===== src/rtl/tpcs_defs.vh =====
`ifndef TPCS_DEFS_VH
`define TPCS_DEFS_VH

// memory map selections
`define TPCS_MAP_SELECT_TWO    4'h2
`define TPCS_MAP_SELECT_THREE  4'h3

// register offsets
`define TPCS_OFS_PKG_ONE       16'h0005
`define TPCS_OFS_PKG_TWO       16'h0006
`define TPCS_OFS_EXT_ABILITY   16'h0012
`define TPCS_OFS_CONTROL       16'h08f3
`define TPCS_OFS_STATUS        16'h08f4
`define TPCS_OFS_JABBER_CNT    16'h08f5
`define TPCS_OFS_COLLISION_CNT 16'h08f6

// control fields
`define TPCS_CTRL_SOFT_RESET   15
`define TPCS_CTRL_LOOPBACK     14
// status fields
`define TPCS_STAT_FAULT        7

// constant register values
`define TPCS_PKG_ONE_VALUE     16'h000b
`define TPCS_PKG_TWO_VALUE     16'h0000
`define TPCS_EXT_ABILITY_VALUE 16'h0008
`define TPCS_ZERO16            16'h0000
`define TPCS_UPPER_ZERO        16'h0000
`define TPCS_ZERO32            32'h0000_0000

// counter saturation value and soft reset length
`define TPCS_CNT_MAX           16'hffff
`define TPCS_RST_CYCLES        16

`endif


===== src/rtl/tpcs_sat_counter.v =====
`timescale 1ns/1ps
`default_nettype none
`include "tpcs_defs.vh"

module tpcs_sat_counter #(
  parameter CNT_W = 16
) (
  // clock and reset
  input  wire             core_clk,
  input  wire             sys_rst,
  // control
  input  wire             inc,
  input  wire             clr,
  // count
  output reg  [CNT_W-1:0] count
);

  wire at_max;

  assign at_max = (count == `TPCS_CNT_MAX);

  always @(posedge core_clk) begin
    if (sys_rst) begin
      count <= `TPCS_ZERO16;
    end else if (clr) begin
      // event in the clearing cycle is kept, not lost
      count <= inc ? {{(CNT_W-1){1'b0}}, 1'b1} : `TPCS_ZERO16; // RULE6 RULE7
    end else if (inc && !at_max) begin // RULE8
      count <= count + {{(CNT_W-1){1'b0}}, 1'b1}; // RULE6 RULE7
    end
  end

endmodule // tpcs_sat_counter
`default_nettype wire


===== src/rtl/tpcs_mmd_regs.v =====
// Summary of operation
// RULE1 - writing one to control bit 15 returns coding registers to defaults
// RULE2 - soft reset resets coding and attachment layers, bit self-clears after
// RULE3 - control bit 14 loops MAC data through transmit and receive coding
// RULE4 - status bit 7 sets on local or remote jabber fault
// RULE5 - fault bit stays latched until status read; the read clears it
// RULE6 - 16-bit remote jabber counter counts events, clears on read
// RULE7 - 16-bit physical collision counter counts collisions, clears on read
// RULE8 - both counters saturate at 0xFFFF until read
// RULE9 - logical collisions from arbitration never count as physical ones
// RULE10 - package presence one reads bits 3, 1, 0 set, rest zero
// RULE11 - extended ability reads bit 3 set only, rest zero
// RULE12 - every register here is 16 bits wide
// RULE13 - accesses are 32 bits; upper half reads zero, writes ignored
// RULE14 - zero bits and read-only registers ignore writes, no side effect
`timescale 1ns/1ps
`default_nettype none
`include "tpcs_defs.vh"

module tpcs_mmd_regs #(
  parameter RST_CYCLES = `TPCS_RST_CYCLES,
  parameter CNT_W      = 16
) (
  // clock and reset
  input  wire        core_clk,
  input  wire        sys_rst,
  // register access from the serial protocol engine
  input  wire [3:0]  acc_map_sel,
  input  wire [15:0] acc_addr,
  input  wire        acc_wr,
  input  wire        acc_rd,
  input  wire [31:0] acc_wdata,
  output reg  [31:0] acc_rdata,
  output reg         acc_ack,
  output reg         acc_err,
  // coding sublayer events
  input  wire        jabber_local,
  input  wire        jabber_remote,
  input  wire        collision_seen,
  input  wire        collision_logical,
  // control toward the datapath
  output reg         loopback_en,
  output reg         coding_reset,
  output reg         medium_reset
);

  // register indices
  localparam [2:0] IDX_NONE = 3'd0;
  localparam [2:0] IDX_PKG1 = 3'd1;
  localparam [2:0] IDX_PKG2 = 3'd2;
  localparam [2:0] IDX_EXT  = 3'd3;
  localparam [2:0] IDX_CTRL = 3'd4;
  localparam [2:0] IDX_STAT = 3'd5;
  localparam [2:0] IDX_JAB  = 3'd6;
  localparam [2:0] IDX_COL  = 3'd7;

  // soft reset states
  localparam [0:0] ST_RUN = 1'b0;
  localparam [0:0] ST_RST = 1'b1;

  // full-width difference first, then cut to the counter width on purpose
  localparam [31:0] RST_LAST_W = RST_CYCLES - 1;
  localparam [15:0] RST_LAST   = RST_LAST_W[15:0];

  // decode of map selection and offset, shared by read and write
  function [2:0] reg_index;
    input [3:0]  map_sel;
    input [15:0] addr;
    begin
      reg_index = IDX_NONE;
      if (map_sel == `TPCS_MAP_SELECT_TWO) begin
        case (addr)
          `TPCS_OFS_CONTROL:       reg_index = IDX_CTRL;
          `TPCS_OFS_STATUS:        reg_index = IDX_STAT;
          `TPCS_OFS_JABBER_CNT:    reg_index = IDX_JAB;
          `TPCS_OFS_COLLISION_CNT: reg_index = IDX_COL;
          default:                 reg_index = IDX_NONE;
        endcase
      end else if (map_sel == `TPCS_MAP_SELECT_THREE) begin
        case (addr)
          `TPCS_OFS_PKG_ONE:     reg_index = IDX_PKG1;
          `TPCS_OFS_PKG_TWO:     reg_index = IDX_PKG2;
          `TPCS_OFS_EXT_ABILITY: reg_index = IDX_EXT;
          default:               reg_index = IDX_NONE;
        endcase
      end
    end
  endfunction

  reg  [0:0]       state;
  reg  [0:0]       next_state;
  reg  [15:0]      rst_cnt;
  reg  [15:0]      next_rst_cnt;
  reg              fault;
  reg              next_fault;
  reg              next_loopback_en;
  reg  [15:0]      rd_value;
  wire [2:0]       acc_idx;
  wire             rd_go;
  wire             wr_go;
  wire             in_reset;
  wire             start_reset;
  wire             evt_ok;
  wire             jab_clr;
  wire             col_clr;
  wire             col_real;
  wire [CNT_W-1:0] jab_count;
  wire [CNT_W-1:0] col_count;

  assign acc_idx  = reg_index(acc_map_sel, acc_addr);
  // a read and write in one cycle is taken as a read only
  assign rd_go    = acc_rd;
  assign wr_go    = acc_wr && !acc_rd;
  assign in_reset = (state == ST_RST);
  // upper half of the write word is never looked at
  assign start_reset = wr_go && (acc_idx == IDX_CTRL) && !in_reset &&
                       acc_wdata[`TPCS_CTRL_SOFT_RESET]; // RULE1 RULE13
  // events are dropped while the coding layer is held in reset
  assign evt_ok   = !in_reset;
  // arbitration-made collisions carry no superposition on the wire
  assign col_real = collision_seen && !collision_logical && evt_ok; // RULE9
  assign jab_clr  = in_reset || (rd_go && (acc_idx == IDX_JAB)); // RULE1 RULE6
  assign col_clr  = in_reset || (rd_go && (acc_idx == IDX_COL)); // RULE1 RULE7

  // soft reset sequencer
  always @* begin
    next_state   = state;
    next_rst_cnt = rst_cnt;
    case (state)
      ST_RUN: begin
        next_rst_cnt = `TPCS_ZERO16;
        if (start_reset) begin
          next_state = ST_RST; // RULE2
        end
      end
      ST_RST: begin
        if (rst_cnt == RST_LAST) begin
          next_state   = ST_RUN; // RULE2
          next_rst_cnt = `TPCS_ZERO16;
        end else begin
          next_rst_cnt = rst_cnt + 16'h0001;
        end
      end
      default: begin
        next_state   = ST_RUN;
        next_rst_cnt = `TPCS_ZERO16;
      end
    endcase
  end

  always @(posedge core_clk) begin
    if (sys_rst) begin
      state        <= ST_RUN;
      rst_cnt      <= `TPCS_ZERO16;
      coding_reset <= 1'b0;
      medium_reset <= 1'b0;
    end else begin
      state        <= next_state;
      rst_cnt      <= next_rst_cnt;
      // both layers held while the sequence runs
      coding_reset <= (next_state == ST_RST); // RULE2
      medium_reset <= (next_state == ST_RST); // RULE2
    end
  end

  // loopback control
  always @* begin
    next_loopback_en = loopback_en;
    if (start_reset || in_reset) begin
      next_loopback_en = 1'b0; // RULE1
    end else if (wr_go && (acc_idx == IDX_CTRL)) begin
      next_loopback_en = acc_wdata[`TPCS_CTRL_LOOPBACK]; // RULE3
    end
  end

  always @(posedge core_clk) begin
    if (sys_rst) begin
      loopback_en <= 1'b0;
    end else begin
      loopback_en <= next_loopback_en; // RULE3
    end
  end

  // latched jabber fault
  always @* begin
    next_fault = fault;
    if (in_reset) begin
      next_fault = 1'b0; // RULE1
    end else if (jabber_local || jabber_remote) begin
      // set wins over a read in the same cycle
      next_fault = 1'b1; // RULE4
    end else if (rd_go && (acc_idx == IDX_STAT)) begin
      next_fault = 1'b0; // RULE5
    end
  end

  always @(posedge core_clk) begin
    if (sys_rst) begin
      fault <= 1'b0;
    end else begin
      fault <= next_fault;
    end
  end

  // diagnostic counters
  tpcs_sat_counter #(
    .CNT_W (CNT_W)
  ) u_remote_jabber_tally (
    .core_clk (core_clk),
    .sys_rst  (sys_rst),
    .inc      (jabber_remote && evt_ok), // RULE6
    .clr      (jab_clr),
    .count    (jab_count)
  );

  tpcs_sat_counter #(
    .CNT_W (CNT_W)
  ) u_physical_collision_tally (
    .core_clk (core_clk),
    .sys_rst  (sys_rst),
    .inc      (col_real), // RULE7
    .clr      (col_clr),
    .count    (col_count)
  );

  // read multiplexer, every register 16 bits wide
  always @* begin
    rd_value = `TPCS_ZERO16;
    case (acc_idx)
      IDX_PKG1: rd_value = `TPCS_PKG_ONE_VALUE; // RULE10 RULE12
      IDX_PKG2: rd_value = `TPCS_PKG_TWO_VALUE; // RULE12
      IDX_EXT:  rd_value = `TPCS_EXT_ABILITY_VALUE; // RULE11 RULE12
      IDX_CTRL: begin
        // bit 15 reads one until the sequence finishes
        rd_value[`TPCS_CTRL_SOFT_RESET] = in_reset; // RULE2
        rd_value[`TPCS_CTRL_LOOPBACK]   = loopback_en; // RULE3
      end
      IDX_STAT: rd_value[`TPCS_STAT_FAULT] = fault; // RULE5
      IDX_JAB:  rd_value = jab_count[15:0]; // RULE6
      IDX_COL:  rd_value = col_count[15:0]; // RULE7
      default:  rd_value = `TPCS_ZERO16;
    endcase
  end

  // answer one cycle after the access
  always @(posedge core_clk) begin
    if (sys_rst) begin
      acc_rdata <= `TPCS_ZERO32;
      acc_ack   <= 1'b0;
      acc_err   <= 1'b0;
    end else begin
      acc_ack <= rd_go || wr_go;
      acc_err <= (rd_go || wr_go) && (acc_idx == IDX_NONE); // RULE14
      if (rd_go) begin
        acc_rdata <= {`TPCS_UPPER_ZERO, rd_value}; // RULE13
      end else begin
        acc_rdata <= `TPCS_ZERO32;
      end
    end
  end

  // writes to constant, status and counter registers store nothing
  // and clear nothing; only a read has side effects there (RULE14)

endmodule // tpcs_mmd_regs
`default_nettype wire


===== config.mk =====
export PLATFORM = sky130hd
export DESIGN_NAME = tpcs_mmd_regs
export DESIGN_NICKNAME = d
export VERILOG_FILES = /design/src/rtl/tpcs_sat_counter.v /design/src/rtl/tpcs_mmd_regs.v
export VERILOG_INCLUDE_DIRS = /design/src /design/src/rtl
export SDC_FILE = /design/constraint.sdc
export NUM_CORES = 1
export LEC_CHECK = 0
export BUFFER_PORTS_ARGS = -buffer_cell sky130_fd_sc_hd__buf_2
export CAP_MARGIN = 20
export CORE_UTILIZATION = 30
export CTS_BUF_LIST = sky130_fd_sc_hd__clkbuf_16
export DETAILED_ROUTE_END_ITERATION = 10
export SETUP_SLACK_MARGIN = 0.1
export SYNTH_ARGS = -nofsm -noshare
export SYNTH_HDL_FRONTEND = slang
export SYNTH_HIERARCHICAL = 1
export SYNTH_SLANG_ARGS = --single-unit

===== constraint.sdc =====
create_clock -name core_clk -period 2.8 [get_ports core_clk]
set_input_delay 0.56 -clock core_clk [delete_from_list [all_inputs] [get_ports core_clk]]
set_output_delay 0.56 -clock core_clk [all_outputs]
set_load 0.005 [all_outputs]

# Word-level counts from Yosys, hierarchy flattened
# Cells that the tools add are included.
[totals] elab_cells=84 inputBits=60 ff_bits=85 out_inout_bits=37
[op_classes] muxes=21 reduce_logical=30 bitwise=2 add_sub_neg=3 eq_ne=18
[ops] operator="16-bit 2-to-1 mux" count=5
[ops] operator="16-bit by 12-bit == test with 1-bit output, second input constant" count=4
[ops] operator="16-bit by 1-bit adder with 16-bit output, second input constant" count=3
[ops] operator="16-bit == test, second input constant" count=2
[ops] operator="16-bit by 3-bit == test with 1-bit output, second input constant" count=2
[ops] operator="16-bit one-hot mux with 2 select lines" count=1
[ops] operator="7-bit one-hot mux with 4 select lines" count=1
[ops] operator="16-bit by 4-bit == test with 1-bit output, second input constant" count=1
[ops] operator="16-bit by 5-bit == test with 1-bit output, second input constant" count=1
[ops] operator="1-bit logical AND" count=13
[ops] operator="3-bit == test, second input constant" count=4
[ops] operator="2-bit one-hot mux with 3 select lines" count=2
[ops] operator="3-bit one-hot mux with 4 select lines" count=1
[ops] operator="6-bit one-hot mux with 2 select lines" count=1
[ops] operator="4-bit by 2-bit == test with 1-bit output, second input constant" count=2
[ops] operator="1-bit 2-to-1 mux" count=6
[ops] operator="2-bit nonzero test" count=3
[ops] operator="2-bit OR reduction" count=3
[ops] operator="1-bit logical NOT" count=5
[ops] operator="1-bit logical OR" count=5
[ops] operator="3-bit by 1-bit == test with 1-bit output, second input constant" count=1
[ops] operator="3-bit by 2-bit == test with 1-bit output, second input constant" count=1
[ops] operator="3-bit logical NOT" count=1
[ops] operator="3-bit 2-to-1 mux" count=1
[ops] operator="other kinds (4)" count=5

# Depth between registers and ports, before layout
[logic_depth] depth_word=10 mapped_depth=11

# Cells and area by module
# The synthesis kept the hierarchy.
[by_module_without_submodules] mod="tpcs_mmd_regs" cells_each=231 n_inst=1 area_each_um2=2016.9 seq_area_each_um2=740.7
[by_module_without_submodules] mod="tpcs_sat_counter" cells_each=107 n_inst=2 area_each_um2=928.4 seq_area_each_um2=320.3

# Least setup slack after synthesis
# No wires, ideal clock.
[synth_timing] path_type="in2reg" startpoint="in acc_addr[0]" endpoint="reg u_physical_collision_tally.count[8]" setup_ns=0.101 slack_ns=0.410 stages=9 t_required_ns=2.699 arrival_ns=2.289 cell_sequence="buf_4 > nor2b_1 > a41oi_1 > nor3_2 > buf_4 > a21o_1 > or2_2 > dlymetal6s2s_1 > o41ai_1"
[synth_via] elab_chain_cells=8
[synth_rtl] item="start, declared" line_no="tpcs_mmd_regs.v:29" source="input wire [15:0] acc_addr,"
[synth_rtl] item="16-bit by 5-bit == test with 1-bit output / 16-bit by 3-bit == test with 1-bit output (equally long branches)" line_no="tpcs_mmd_regs.v:80" source="case (addr)"
[synth_rtl] item="2-bit one-hot mux with 3 select lines" line_no="tpcs_mmd_regs.v:80"
[synth_rtl] item="2-bit 2-to-1 mux" line_no="tpcs_mmd_regs.v:79" source="end else if (map_sel == `TPCS_MAP_SELECT_THREE) begin"
[synth_rtl] item="3-bit 2-to-1 mux (*)" line_no="tpcs_mmd_regs.v:71" source="if (map_sel == `TPCS_MAP_SELECT_TWO) begin"
[synth_rtl] item="3-bit == test (*)" line_no="tpcs_mmd_regs.v:123" source="assign col_clr = in_reset || (rd_go && (acc_idx == IDX_COL));"
[synth_rtl] item="1-bit logical AND (*)" line_no="tpcs_mmd_regs.v:123"
[synth_rtl] item="1-bit logical OR (*)" line_no="tpcs_mmd_regs.v:123"
[synth_rtl] item="net col_clr" line_no="tpcs_mmd_regs.v:105" source="wire col_clr;"
[synth_rtl] item="16-bit 2-to-1 mux / 2-bit nonzero test (equally long branches)"
[synth_rtl] item="end signal, assigned" line_no="tpcs_sat_counter.v:24" source="count <= `TPCS_ZERO16;"
[synth_rtl] item="end signal, assigned" line_no="tpcs_sat_counter.v:27" source="count <= inc ? {{(CNT_W-1){1'b0}}, 1'b1} : `TPCS_ZERO16;"
[synth_rtl] item="end signal, assigned" line_no="tpcs_sat_counter.v:29" source="count <= count + {{(CNT_W-1){1'b0}}, 1'b1};"
[synth_rtl] item="end, declared" line_no="tpcs_sat_counter.v:15" source="output reg [CNT_W-1:0] count"
# Mark *: on every way through the listed nets, which the timed path passes. The rest lies on a longest branch.
# A chain may end at the register's enable or synchronous reset.

# Worst setup path in the final report
[layout_timing] startpoint="reg state (netlist: in_reset)" endpoint="reg u_physical_collision_tally.count[15]"
[layout_via] elab_chain_cells=4
[layout_rtl] item="start, declared" line_no="tpcs_mmd_regs.v:90" source="reg [0:0] state;"
[layout_rtl] item="start signal, assigned" line_no="tpcs_mmd_regs.v:158" source="state <= next_state;"
[layout_rtl] item="1-bit logical NOT" line_no="tpcs_mmd_regs.v:119" source="assign evt_ok = !in_reset;"
[layout_rtl] item="1-bit logical AND" line_no="tpcs_mmd_regs.v:121" source="assign col_real = collision_seen && !collision_logical && evt_ok;"
[layout_rtl] item="net col_real" line_no="tpcs_mmd_regs.v:106" source="wire col_real;"
[layout_rtl] item="1-bit logical AND" line_no="tpcs_sat_counter.v:28" source="end else if (inc && !at_max) begin"
[layout_rtl] item="2-bit nonzero test (no line)"
# The timed path passes the listed nets, and every way through them passes these cells.

==> impl_metrics.csv <==
group,metric,value,unit
setup_path,critPathCaptureType,"flip-flop",
worst_hold_path,worstHoldPathType,"in2reg",
synth,syn_area_per_cell,8.70,um^2
worst_hold_path,hold_depth,2,
sta,skew,0.00860,ns
floorplanning,fp.dieW,116,um
cells_and_area,postLayoutCoreUtil,35.3,%
route,highest_layer,"met4",
flow_run,drv_cap,0,
sta,fmax,480,MHz
sta,rsz0062_at_grt,"no",
synth,synth-seq-cells,69,
cells_and_area,drive_gt1_share,19.8,%
route,firstDrtPassIters,5,
floorplanning,rows,41,
route,antenna_left,0,
power_and_ir_drop,total_power,2.11,mW
sta,drv_slew,0,
floorplanning,dieArea,0.0134,mm^2
clock_network,clockBufferDepth,2,
route,routed_wl,10000,um
clock_network,postCtsSetupBuffers,0,
clock_network,cts_resized,0,
setup_path,required,3.01,ns
cells_and_area,nFillCells,1363,
route,m1WireLength,4530,um
sta,setup_violations,0,
setup_path,r2r_end,"u_physical_collision_tally/count[15]",
global_routing,gr-usage-all-layers,15.8,%
clock_network,h-tree-depth,3,
global_routing,grt_max_degree,18,
sta,post-route-min-period,2.08,ns
setup_path,worst-path-max-fanout,10,
route,dr_wl_met2,4910,um
synth,yosysSeqAreaShare,35.7,%
synth,synth_area,0.00387,mm^2
cells_and_area,syn_to_final_growth,14.9,%
setup_path,regToRegSetupSlack,0.72,ns
sta,setup_tns,0,ns
placed_design,gp_congestion,0.848,
clock_network,hold_buffers,0,
clock_network,cts_tree,"built",
synth,synth_edf_count,0,
clock_network,cts_root_buffer,"clkbuf_16",
route,drt_iter0_markers,258,
sta,relSlewSlack,55.7,%
synth,synth-async-reset-ratio,0,%
clock_network,clk_pin_slew,0.06,ns
cells_and_area,stdcell_area,0.00445,mm^2
setup_path,worstSetupPathType,"reg2reg",
worst_hold_path,min-delay-start,"jabber_local",
cells_and_area,final_net_count,559,
route,post_drt_wl_per_cell,14.9,um
clock_network,insertion_delay,0.34,ns
sta,worst_slew_pin_slew,0.662,ns
floorplanning,dieHeight,116,um
route,drcViolationCount,0,
synth,synthFlopType,"dfxtp_1",
power_and_ir_drop,vdd_ir_drop_max,256,uV
placed_design,hpwlAfterDp,7390,um
setup_path,r2r-start,"in_reset",
placed_design,placed_cells,657,
cells_and_area,diodes,0,
placed_design,dp_slack,0.414,ns
power_and_ir_drop,power_density,473,mW/mm^2
floorplanning,io_pins,97,
route,via_per_inst,5.34,
sta,period_share,74.5,%
placed_design,dpl-instance-area,0.00419,mm^2
setup_path,rr_worst_depth,5,
clock_network,cts_buffers,9,
outcome,outcome,"completed",
synth,yosysWarningCount,6,
sta,fin_ws,0.715,ns
power_and_ir_drop,power_leakage,1.55,nW
cells_and_area,finalNonFillerCells,673,
setup_path,crit_arrival,2.30,ns
placed_design,port_buffers,50,
sta,timing.hold.ws,0.448,ns
global_routing,grt_pass1_wl,16500,um
synth,synthDistinctLibCells,68,
floorplanning,core_area,0.0126,mm^2
synth,postSynthCellCount,445,
global_routing,antenna_found_initial,0,
route,num_vias,3596,
clock_network,clock_sinks,69,
floorplanning,initial_core_util,30.7,%
worst_hold_path,hold_end,"fault",
setup_path,startpoint_type,"flip-flop",
sta,finalHoldViolCount,0,
global_routing,grt_pass1_vias,3345,
global_routing,gr-total-overflow,0,
route,wl_met3,415,um
-- routing by layer --
layer,GRT usage [%],vias up
met5,0,-
met4,4.62,0
met3,4.60,15
met2,27.1,102
met1,19.3,1722
li1,-,1757
-- worst max path at each step --
stage | slack (ns) | cells after the start | start | endpoint
3_5_place_dp | 0.41 | 9 | acc_addr[3] | u_remote_jabber_tally/count[10]
6_report | 0.72 | 5 | in_reset | u_physical_collision_tally/count[15]
5_1_grt | 0.57 | 7 | acc_addr[0] | u_physical_collision_tally/count[8]
4_1_cts | 0.77 | 8 | acc_addr[0] | u_physical_collision_tally/count[4]
3_3_place_gp | 0.44 | 9 | acc_addr[10] | u_remote_jabber_tally/count[10]
2_1_floorplan | 0.41 | 9 | acc_addr[0] | u_physical_collision_tally/count[8]
-- power breakdown --
group | internal, mW | leakage (nW) | switching [mW]
combinational | 0.0422 | 0.857 | 0.0706
clock | 0.585 | 0.137 | 0.415
sequential | 0.989 | 0.557 | 0.00665
-- synthesized netlist by cell type (5+ instances only) --
cell	number	share of area [%]
dfxtp_1	69	36
nor2_1	37	3.6
a21oi_1	31	4.0
nand2_1	28	2.7
nand3_1	22	2.8
buf_4	20	3.9
nor3_1	18	2.3
o21ai_0	18	2.3
inv_1	16	1.6
nand4_1	14	2.3
a22oi_1	13	2.5
o31ai_1	12	2.3
or4_1	10	1.9
nor2b_1	8	1.3
xor2_1	7	1.6
a41oi_1	6	1.4
and2_1	6	0.97
and3_1	6	0.97
nor4_1	6	0.97
xnor2_1	6	1.4
and4_1	5	1.1
or3_1	5	0.81
-- worst max-delay path, stage by stage (launching register included) --
cell	delay, ns
dfxtp_1	0.45
nor3b_1	0.36
inv_1	0.18
nor4_1	0.62
and4_1	0.29
a211oi_2	0.07
-- kinds of logic after synthesis --
kind of cell / count (synthesis) / synth area share, %
xor+xnor: 13 / 2.94
flops: 69 / 35.7
other cells: 1 / 0.0968
simple gates: 200 / 32.1
compound gates: 110 / 19.7
buf+inv: 46 / 7.78
mux: 3 / 0.775
fa+ha+maj: 3 / 0.969
-- layout make-up --
class	count	area (um^2)	share of cell area (%)
clock inverter	7	35.0	0.787
tap	172	215	4.83
timing repair buffer	55	288	6.46
clock buffer	9	225	5.06
sequential	69	1380	31.0
multi-input combinational	345	2250	50.5
inverter	16	60.1	1.35
-- sequential cells by signal (all words and copies together) (netlist names) --
name and flops:
in_reset 1, u_physical_collision_tally/count 16, acc_err 1, loopback_en 1
acc_rdata 16, rst_cnt 16, fault 1, u_remote_jabber_tally/count 16
acc_ack 1
-- placed cells by master, fill, tap and decap left out, types with 6 or more instances in the layout --
cell | Yosys | layout
dfxtp_1 | 69 | 69
clkbuf_16 | 0 | 9
nand4_1 | 14 | 14
and3_1 | 6 | 6
nor2b_1 | 8 | 8
nor3_1 | 18 | 18
xor2_1 | 7 | 7
a21oi_1 | 31 | 31
nor2_1 | 37 | 37
o31ai_1 | 12 | 12
and2_1 | 6 | 6
a41oi_1 | 6 | 6
nand3_1 | 22 | 22
xnor2_1 | 6 | 6
a22oi_1 | 13 | 13
nand2_1 | 28 | 28
inv_1 | 16 | 18
o21ai_0 | 18 | 18
or4_1 | 10 | 10
nor4_1 | 6 | 6
buf_2 | 1 | 50
conb_1 | 1 | 16
Power figures use the tool's default switching activity.
